--- src/hw/bcg_pkg.sv ---
// Constants for the secondary clock gating and system-error cause registers.
// Assumes a 32-bit AXI4-Lite register bus with byte addresses.
package bcg_pkg;
    localparam int          AXI_ADDR_W   = 8;
    localparam int          AXI_DATA_W   = 32;
    localparam logic [7:0]  CLK_STAT_OFS = 8'h68;
    localparam logic [7:0]  SERR_MSK_OFS = 8'h6c;
    localparam logic [7:0]  CTRL_OFS     = 8'h70;
    localparam logic [7:0]  IRQ_MSK_OFS  = 8'h74;

    localparam int          NUM_CLKS     = 10;
    localparam int          PAIRED_CLKS  = 4;
    localparam int          SINGLE_BASE  = 8;
    localparam int          CLK_CTRL_W   = 16;
    localparam logic [15:0] CLK_RW_MASK  = 16'h3fff;
    localparam logic [15:0] CLK_CTRL_RST = 16'h0000;

    localparam int          STAT_LSB     = 16;
    localparam int          STAT_W       = 8;
    localparam int          STAT_BYTE    = 2;
    localparam logic [7:0]  STAT_RST     = 8'h00;
    localparam logic [7:0]  MSK_RST      = 8'h00;
    localparam int          SERR_EN_BIT  = 0;

    // Cause flag positions
    localparam int EV_ADDR_PAR   = 0;
    localparam int EV_PW_PAR     = 1;
    localparam int EV_PW_NODEL   = 2;
    localparam int EV_PW_TABORT  = 3;
    localparam int EV_PW_MABORT  = 4;
    localparam int EV_DW_NODEL   = 5;
    localparam int EV_DR_NODATA  = 6;
    localparam int EV_DT_TIMEOUT = 7;

    localparam logic [1:0]  RESP_OKAY    = 2'h0;
    localparam logic [1:0]  RESP_DECERR  = 2'h3;
endpackage

--- src/hw/bcg_gate_if.sv ---
// Link between the register bank and one secondary clock gate.
// Assumes both ends run on aclk.
`timescale 1ns/100ps
interface bcg_gate_if;
    logic phase_next;
    logic disable_req;
    logic clk_out;
    modport ctl  (output phase_next, output disable_req, input clk_out);
    modport gate (input phase_next, input disable_req, output clk_out);
endinterface

--- src/hw/bcg_clk_gate.sv ---
// One glitch-free secondary clock output gate.
// Assumes a shared phase toggling every aclk cycle.
`timescale 1ns/100ps
module bcg_clk_gate
(
    input  wire logic aclk,
    input  wire logic aresetn,
    bcg_gate_if.gate  g
);
    logic en_r;
    logic en_nxt;
    logic clk_r;
    logic clk_nxt;

    always_comb
    begin
        // Enable may only change while the output is low
        en_nxt  = clk_r ? en_r : ~g.disable_req;
        clk_nxt = en_nxt & g.phase_next;
    end

    always_ff @(posedge aclk)
    begin
        if (!aresetn)
        begin
            en_r  <= 1'b0;
            clk_r <= 1'b0;
        end
        else
        begin
            en_r  <= en_nxt;
            clk_r <= clk_nxt;
        end
    end

    assign g.clk_out = clk_r;
endmodule

--- src/hw/bcg_top.sv ---
// Secondary clock gating and system-error cause register bank.
// Assumes error pulses come from logic on aclk, one cycle each.
//
// Operation
// - Clock output 0 stops only when both bits 1:0 are set.
// - Clock output 1 stops only when both bits 3:2 are set.
// - Clock output 2 stops only when both bits 5:4 are set.
// - Clock output 3 stops only when both bits 7:6 are set.
// - Bits 8 to 13 each stop clock outputs 4 to 9, held low.
// - Clock control bits 15:14 read zero and ignore writes.
// - Address parity cause flag set when system error asserted for it.
// - Posted write data parity cause flag set when system error asserted.
// - Posted write non-delivery cause flag set when system error asserted.
// - Posted write target abort cause flag set when system error asserted.
// - Cause flags reset to zero, clear only by writing one.
// - System error asserts only when unmasked and enable bit set.
//
// Our own choice: the AXI4-Lite interface to the registers.
`timescale 1ns/100ps
module bcg_top
#(
    parameter int CLK_COUNT = bcg_pkg::NUM_CLKS
)
(
    input  wire logic                            aclk,
    input  wire logic                            aresetn,
    input  wire logic [bcg_pkg::AXI_ADDR_W-1:0]  s_axi_awaddr,
    input  wire logic                            s_axi_awvalid,
    output logic                                 s_axi_awready,
    input  wire logic [bcg_pkg::AXI_DATA_W-1:0]  s_axi_wdata,
    input  wire logic [3:0]                      s_axi_wstrb,
    input  wire logic                            s_axi_wvalid,
    output logic                                 s_axi_wready,
    output logic [1:0]                           s_axi_bresp,
    output logic                                 s_axi_bvalid,
    input  wire logic                            s_axi_bready,
    input  wire logic [bcg_pkg::AXI_ADDR_W-1:0]  s_axi_araddr,
    input  wire logic                            s_axi_arvalid,
    output logic                                 s_axi_arready,
    output logic [bcg_pkg::AXI_DATA_W-1:0]       s_axi_rdata,
    output logic [1:0]                           s_axi_rresp,
    output logic                                 s_axi_rvalid,
    input  wire logic                            s_axi_rready,
    input  wire logic [bcg_pkg::STAT_W-1:0]      err_event,
    output logic [CLK_COUNT-1:0]                 secondary_bus_clock_outputs,
    output logic                                 primary_system_error_n_out,
    output logic                                 primary_system_error_n_oe,
    output logic                                 irq
);
    localparam int AW = bcg_pkg::AXI_ADDR_W;
    localparam int DW = bcg_pkg::AXI_DATA_W;
    localparam int SW = bcg_pkg::STAT_W;

    if (CLK_COUNT != bcg_pkg::NUM_CLKS)
    begin : g_bad_count
        $error("CLK_COUNT must equal the fixed field layout");
    end

    if (bcg_pkg::STAT_LSB + SW > DW)
    begin : g_bad_stat
        $error("Cause flags must fit the data word");
    end

    logic          awready_r, awready_nxt;
    logic          wready_r,  wready_nxt;
    logic          arready_r, arready_nxt;
    logic          aw_held_r, aw_held_nxt;
    logic          w_held_r,  w_held_nxt;
    logic [AW-1:0] awaddr_r,  awaddr_nxt;
    logic [DW-1:0] wdata_r,   wdata_nxt;
    logic [3:0]    wstrb_r,   wstrb_nxt;
    logic          bvalid_r,  bvalid_nxt;
    logic [1:0]    bresp_r,   bresp_nxt;
    logic          rvalid_r,  rvalid_nxt;
    logic [1:0]    rresp_r,   rresp_nxt;
    logic [DW-1:0] rdata_r,   rdata_nxt;

    logic [bcg_pkg::CLK_CTRL_W-1:0] clk_ctrl_r, clk_ctrl_nxt;
    logic [SW-1:0] stat_r,     stat_nxt;
    logic [SW-1:0] serr_msk_r, serr_msk_nxt;
    logic [SW-1:0] irq_msk_r,  irq_msk_nxt;
    logic          serr_en_r,  serr_en_nxt;
    logic          serr_oe_r,  serr_oe_nxt;
    logic          serr_val_r, serr_val_nxt;
    logic          irq_r,      irq_nxt;
    logic          phase_r,    phase_nxt;

    logic          do_wr;
    logic [SW-1:0] fire;
    logic [SW-1:0] clr;

    function automatic logic mapped(input logic [AW-1:0] a);
        logic [AW-1:0] w;
        w = {a[AW-1:2], 2'h0};
        mapped = (w == bcg_pkg::CLK_STAT_OFS) || (w == bcg_pkg::SERR_MSK_OFS)
              || (w == bcg_pkg::CTRL_OFS) || (w == bcg_pkg::IRQ_MSK_OFS);
    endfunction

    function automatic logic hit(input logic [AW-1:0] a,
                                 input logic [7:0]    ofs);
        hit = ({a[AW-1:2], 2'h0} == ofs);
    endfunction

    // Byte-lane merge for narrow registers in the low byte
    function automatic logic [SW-1:0] lane0(input logic [SW-1:0] old,
                                            input logic [DW-1:0] d,
                                            input logic [3:0]    s);
        lane0 = s[0] ? d[SW-1:0] : old;
    endfunction

    always_comb
    begin
        logic [DW-1:0] rd;
        rd           = '0;
        awready_nxt  = awready_r;
        wready_nxt   = wready_r;
        arready_nxt  = arready_r;
        aw_held_nxt  = aw_held_r;
        w_held_nxt   = w_held_r;
        awaddr_nxt   = awaddr_r;
        wdata_nxt    = wdata_r;
        wstrb_nxt    = wstrb_r;
        bvalid_nxt   = bvalid_r;
        bresp_nxt    = bresp_r;
        rvalid_nxt   = rvalid_r;
        rresp_nxt    = rresp_r;
        rdata_nxt    = rdata_r;
        clk_ctrl_nxt = clk_ctrl_r;
        serr_msk_nxt = serr_msk_r;
        irq_msk_nxt  = irq_msk_r;
        serr_en_nxt  = serr_en_r;
        clr          = '0;

        if (s_axi_awvalid && awready_r)
        begin
            aw_held_nxt = 1'b1;
            awaddr_nxt  = s_axi_awaddr;
        end
        if (s_axi_wvalid && wready_r)
        begin
            w_held_nxt = 1'b1;
            wdata_nxt  = s_axi_wdata;
            wstrb_nxt  = s_axi_wstrb;
        end

        // Next write waits until the last response is taken
        do_wr = aw_held_r && w_held_r && !bvalid_r;
        if (do_wr)
        begin
            aw_held_nxt = 1'b0;
            w_held_nxt  = 1'b0;
            bvalid_nxt  = 1'b1;
            bresp_nxt   = mapped(awaddr_r) ? bcg_pkg::RESP_OKAY
                                           : bcg_pkg::RESP_DECERR;
            if (hit(awaddr_r, bcg_pkg::CLK_STAT_OFS))
            begin
                if (wstrb_r[0])
                    clk_ctrl_nxt[7:0] = wdata_r[7:0];
                if (wstrb_r[1])
                    clk_ctrl_nxt[15:8] = wdata_r[15:8];
                // Reserved top bits never stored
                clk_ctrl_nxt = clk_ctrl_nxt & bcg_pkg::CLK_RW_MASK;
                if (wstrb_r[bcg_pkg::STAT_BYTE])
                    clr = wdata_r[bcg_pkg::STAT_LSB +: SW];
            end
            if (hit(awaddr_r, bcg_pkg::SERR_MSK_OFS))
                serr_msk_nxt = lane0(serr_msk_r, wdata_r, wstrb_r);
            if (hit(awaddr_r, bcg_pkg::IRQ_MSK_OFS))
                irq_msk_nxt = lane0(irq_msk_r, wdata_r, wstrb_r);
            if (hit(awaddr_r, bcg_pkg::CTRL_OFS) && wstrb_r[0])
                serr_en_nxt = wdata_r[bcg_pkg::SERR_EN_BIT];
        end
        if (bvalid_r && s_axi_bready)
            bvalid_nxt = 1'b0;
        awready_nxt = !aw_held_nxt;
        wready_nxt  = !w_held_nxt;

        // Low address bits ignored: reads fold onto the word
        if (s_axi_arvalid && arready_r)
        begin
            if (hit(s_axi_araddr, bcg_pkg::CLK_STAT_OFS))
            begin
                rd[bcg_pkg::CLK_CTRL_W-1:0] = clk_ctrl_r
                                            & bcg_pkg::CLK_RW_MASK;
                rd[bcg_pkg::STAT_LSB +: SW] = stat_r;
            end
            if (hit(s_axi_araddr, bcg_pkg::SERR_MSK_OFS))
                rd[SW-1:0] = serr_msk_r;
            if (hit(s_axi_araddr, bcg_pkg::IRQ_MSK_OFS))
                rd[SW-1:0] = irq_msk_r;
            if (hit(s_axi_araddr, bcg_pkg::CTRL_OFS))
                rd[bcg_pkg::SERR_EN_BIT] = serr_en_r;
            rvalid_nxt = 1'b1;
            rdata_nxt  = rd;
            rresp_nxt  = mapped(s_axi_araddr) ? bcg_pkg::RESP_OKAY
                                              : bcg_pkg::RESP_DECERR;
        end
        else if (rvalid_r && s_axi_rready)
            rvalid_nxt = 1'b0;
        arready_nxt = !rvalid_nxt;

        // Error pulses gated by their mask bit and the global enable
        fire = err_event & ~serr_msk_r & {SW{serr_en_r}};
        // Flags record the cause of each assertion; a new event beats a clear
        stat_nxt = (stat_r & ~clr) | fire;
        serr_oe_nxt = |fire;
        // Pin value from a flop like every other output
        serr_val_nxt = 1'b0;
        irq_nxt     = |(stat_nxt & irq_msk_nxt);
        phase_nxt   = ~phase_r;
    end

    always_ff @(posedge aclk)
    begin
        if (!aresetn)
        begin
            awready_r  <= 1'b0;
            wready_r   <= 1'b0;
            arready_r  <= 1'b0;
            aw_held_r  <= 1'b0;
            w_held_r   <= 1'b0;
            awaddr_r   <= '0;
            wdata_r    <= '0;
            wstrb_r    <= '0;
            bvalid_r   <= 1'b0;
            bresp_r    <= bcg_pkg::RESP_OKAY;
            rvalid_r   <= 1'b0;
            rresp_r    <= bcg_pkg::RESP_OKAY;
            rdata_r    <= '0;
            clk_ctrl_r <= bcg_pkg::CLK_CTRL_RST;
            stat_r     <= bcg_pkg::STAT_RST;
            serr_msk_r <= bcg_pkg::MSK_RST;
            irq_msk_r  <= bcg_pkg::MSK_RST;
            serr_en_r  <= 1'b0;
            serr_oe_r  <= 1'b0;
            serr_val_r <= 1'b0;
            irq_r      <= 1'b0;
            phase_r    <= 1'b0;
        end
        else
        begin
            awready_r  <= awready_nxt;
            wready_r   <= wready_nxt;
            arready_r  <= arready_nxt;
            aw_held_r  <= aw_held_nxt;
            w_held_r   <= w_held_nxt;
            awaddr_r   <= awaddr_nxt;
            wdata_r    <= wdata_nxt;
            wstrb_r    <= wstrb_nxt;
            bvalid_r   <= bvalid_nxt;
            bresp_r    <= bresp_nxt;
            rvalid_r   <= rvalid_nxt;
            rresp_r    <= rresp_nxt;
            rdata_r    <= rdata_nxt;
            clk_ctrl_r <= clk_ctrl_nxt;
            stat_r     <= stat_nxt;
            serr_msk_r <= serr_msk_nxt;
            irq_msk_r  <= irq_msk_nxt;
            serr_en_r  <= serr_en_nxt;
            serr_oe_r  <= serr_oe_nxt;
            serr_val_r <= serr_val_nxt;
            irq_r      <= irq_nxt;
            phase_r    <= phase_nxt;
        end
    end

    // Secondary clocks at half aclk, one gate each
    for (genvar i = 0; i < CLK_COUNT; i++)
    begin : g_clk
        bcg_gate_if gi ();
        assign gi.phase_next = phase_nxt;
        if (i < bcg_pkg::PAIRED_CLKS)
        begin : g_pair
            // Both bits needed so a stray write setting one bit cannot stop it
            assign gi.disable_req =
                &clk_ctrl_r[2*i +: 2];
        end
        else
        begin : g_single
            assign gi.disable_req =
                clk_ctrl_r[bcg_pkg::SINGLE_BASE + i - bcg_pkg::PAIRED_CLKS];
        end
        bcg_clk_gate u_gate
        (
            .aclk    (aclk),
            .aresetn (aresetn),
            .g       (gi.gate)
        );
        assign secondary_bus_clock_outputs[i] = gi.clk_out;
    end

    assign s_axi_awready = awready_r;
    assign s_axi_wready  = wready_r;
    assign s_axi_arready = arready_r;
    assign s_axi_bvalid  = bvalid_r;
    assign s_axi_bresp   = bresp_r;
    assign s_axi_rvalid  = rvalid_r;
    assign s_axi_rresp   = rresp_r;
    assign s_axi_rdata   = rdata_r;
    // Open-drain: value always low, enable pulses to pull the line
    assign primary_system_error_n_out = serr_val_r;
    assign primary_system_error_n_oe  = serr_oe_r;
    assign irq = irq_r;
endmodule

--- config.mk ---
export PLATFORM = sky130hd
export DESIGN_NAME = bcg_top
export DESIGN_NICKNAME = d
export VERILOG_FILES = /design/src/hw/bcg_pkg.sv /design/src/hw/bcg_gate_if.sv /design/src/hw/bcg_clk_gate.sv /design/src/hw/bcg_top.sv
export SDC_FILE = /design/constraint.sdc
export NUM_CORES = 1
export LEC_CHECK = 0
export ABC_AREA = 1
export BUFFER_PORTS_ARGS = -buffer_cell sky130_fd_sc_hd__buf_4
export CAP_MARGIN = 20
export CORE_MARGIN = 3
export CORE_UTILIZATION = 30
export DETAILED_ROUTE_END_ITERATION = 8
export RECOVER_POWER = 100
export SYNTH_ARGS = -nofsm -noshare
export SYNTH_HDL_FRONTEND = slang
export SYNTH_SLANG_ARGS = --single-unit
--- constraint.sdc ---
create_clock -name aclk -period 1.3 [get_ports aclk]
set_input_delay 0.13 -clock aclk [delete_from_list [all_inputs] [get_ports aclk]]
set_output_delay 0.13 -clock aclk [all_outputs]
set_load 0.01 [all_outputs]
==> impl_results.md <==
- WL per Instance: 13.4 um
- Port bufs: 94
- # IOs: 121
- Total track usage: 15.0%
- Pre-CTS setup slack: -0.148 ns
- Final setup skew: 0.00690 ns
- Fin cells: 999
- Clock-pin slew on the worst setup and hold paths: 0.06 ns
- Period minus WS final: 1.42 ns
- Unrepaired setup endpoints after global routing: yes
- WS Path Type: flop to flop
- Fill count: 1,613
- Vias per cell: 4.41
- Max Freq: 704 MHz
- Most instantiated cells after synthesis: dfxtp_1 (124), nor2_1 (88), nand2_1 (83)
- Largest net degree at the start of global routing: 35
- CP max-delay cell: dfxtp_1
- ANT cells: 0
- Core area: 16,100 um^2
- Final Cycle Share: 109%
- Drt first pass iters: 4
- H-tree lvl count: 4
- Leakage: 2.77 nW
- CP arrival: 1.73 ns
- Overflow after GRT: 0
- Syn_area_per_cell: 7.94 um^2
- Cell taking the most area after synthesis: dfxtp_1
- Row Count: 46
- Detailed-route DRC error count: 0
- CP max stage delay: 0.30 ns
- Clock Latency Late Sink: 0.42 ns
- Netlist Area Pre-Place: 4970 um^2
- Crit. End Element: flop
- Synth top area cells: dfxtp_1 (50%), o21ai_0 (6.8%), nor2_1 (6.6%), nand2_1 (6.3%), a21oi_1 (4.7%)
- Final ANT Viol Nets: 0
- Die H: 135 um
- Total Power: 9.87 mW
- Flop2flop setup slack: -0.12 ns
- Final worst setup slack: -0.121 ns
- Buffers & Inverters on Critical Path: 1
- Vias in the first global route: 4,321
- First-pass GRT wire length: 21,300 um
- Pwr per Cell Area: 1430 nW/um^2
- Synth-to-layout area growth: 39.0%
- Ys flop type: dfxtp_1
- CTS buffer count: 17
- Ys async rst share: 0%
- GPL Wtd Cong: 0.826
- Most frequent cell after synthesis: dfxtp_1
- Cell Chain, Critical Path: inv_2 -> nand3_4 -> nor2_4 -> nand3_1 -> nand2_1 -> nand2_1 -> nand2_1 -> nand2_1 -> nor2_2 -> a21oi_2
- Cell variety after synth: 33
- Clock sink count: 124
- Setup-failing EPs final: 23
- Hold Crit Class: primary input to flop
- Dpl hpwl: 9580 um
- Horiz. Die Dim: 135 um
- Slew Viols, Final: 0
- DR iter-0 viols: 219
- Max_cap viols: 0
- CP top delay family: simple AND/OR/NAND/NOR gates
- Seq/Total Area, Yosys: 49.9%
- CTS tree: yes
- Failing checks: negative setup slack
- Antenna violations before repair: 0
- Max clock buf depth: 2
- Die footprint: 18,100 um^2
- Worst-path fanout max: 5
- Root Buffer: clkbuf_16
- Synthesis Warnings: 0
- Flops & latches, synth: 124
- Inst Count DP: 929
- Nets: 837
- Top cell by count, worst path: nand2_1
- Post-synth EDFFs: 0
- Final Hold Viols: 0
- Vias: 4,406
- Drt total wl: 13,400 um
- Peak supply drop: 0.892 mV
- Yosys top cell area share: 49.9%
- Status: finished, violations left
- Gate Count Post-Synth: 626
- Startpoint Class: flop
- Total Negative Setup Slacks: -1.43 ns
- Layout cell share with drive strength beyond 1: 22.1%
- CP required: 1.61 ns
- Initial Utilization: 30.9%
## kinds of logic (layout without fill, tap and decap cells)
logic type	Yosys count	in the layout	share of synthesized area, %
other	1	11	0.0755
AO/OA/AOI/OAI	157	157	17.7
buffers and inverters	118	264	11.2
AND/OR/NAND/NOR	220	221	19.8
multiplexers	6	6	1.21
flip-flops	124	124	49.9
## per-layer routing
metal  vias to the layer above  global-route usage (%)  part of all wire [%]
li1                       2307                       -                     -
met1                      1963                    20.5                    49
met2                       128                    22.6                    44
met3                         8                    4.06                   6.5
met4                         0                    5.54                  0.64
met5                         -                       0                     0
## tightest hold or removal path, delay by kind of cell
kind                   cells  cell delay (ns)
AO/OA/AOI/OAI              2             0.17
buffers and inverters      1             0.08
## final timing paths
| check | from | end | cells after the start |
|---|---|---|---|
| worst min register to register | serr_en_r$_SDFFE_PN0P_ | serr_en_r$_SDFFE_PN0P_ | 2 |
| worst min-delay path | s_axi_wdata[0] | wdata_r[0]$_SDFFE_PN0P_ | 3 |
| worst max-delay path | awaddr_r[7]$_SDFFE_PN0P_ | irq$_SDFF_PN0_ | 10 |
| worst max register to register | awaddr_r[7]$_SDFFE_PN0P_ | irq$_SDFF_PN0_ | 10 |
## sequential cells by signal, summed over array words and instances, names as in the netlist, 8 cells and up
| register | flops |
|---|---|
| serr_msk_r | 8 |
| g_clk.u_gate.en_r | 10 |
| stat_r | 8 |
| clk_ctrl_r | 14 |
| s_axi_rdata | 22 |
| irq_msk_r | 8 |
| wdata_r | 22 |
| g_clk.u_gate.g.clk_out | 10 |
## where the power goes
part,leakage (nW),switching (mW),internal (mW),total (mW)
registers,1.02,0.108,4.00,4.10
logic,1.44,0.461,0.374,0.834
clock network,0.310,1.62,3.31,4.93
## metrics by stage
step / util, % / hold WS (ns) / cell area, um^2
6_report: 43.0 / 0.0153 / 6910
3_5_place_dp: 37.7 / 0.386 / 6060
4_1_cts: 43.5 / 0.00568 / 6990
3_3_place_gp: 37.7 / 0.384 / 6060
5_1_grt: 43.0 / 0.0420 / 6910
2_1_floorplan: - / 0.297 / 5060
## placed cells by master (no fill, tap or decap), types with 10 or more instances in the layout
cell           instances
dfxtp_1              121
buf_4                 84
conb_1                11
dlygate4sd3_1         25
nor3_1                10
a211oi_1              12
nor2_1                84
nand3_1               18
o21ai_0               66
clkbuf_1              46
nand2_1               81
clkbuf_16             17
a21oi_1               47
o21ai_1               11
inv_1                 54
## cell type report
cell class	count	area, um^2	area share, %
Clock inverter	6	105	1.52
Sequential cell	124	2490	36.0
Clock buffer	26	519	7.51
Timing Repair Buffer	168	1210	17.5
Multi-Input combinational cell	395	2070	29.9
Inverter	63	244	3.53
Tap cell	216	270	3.91
Timing Repair inverter	1	11.3	0.163
## what timing repair did
action	CTS	global route
hold endpoints to repair	25	0
setup buffers	3	10
endpoints found under the setup margin	23	25
gates resized for setup	9	12
pin swaps	2	3
hold buffers	25	0
cloned	1	1
Note: power is estimated with default switching activity, not from simulation.
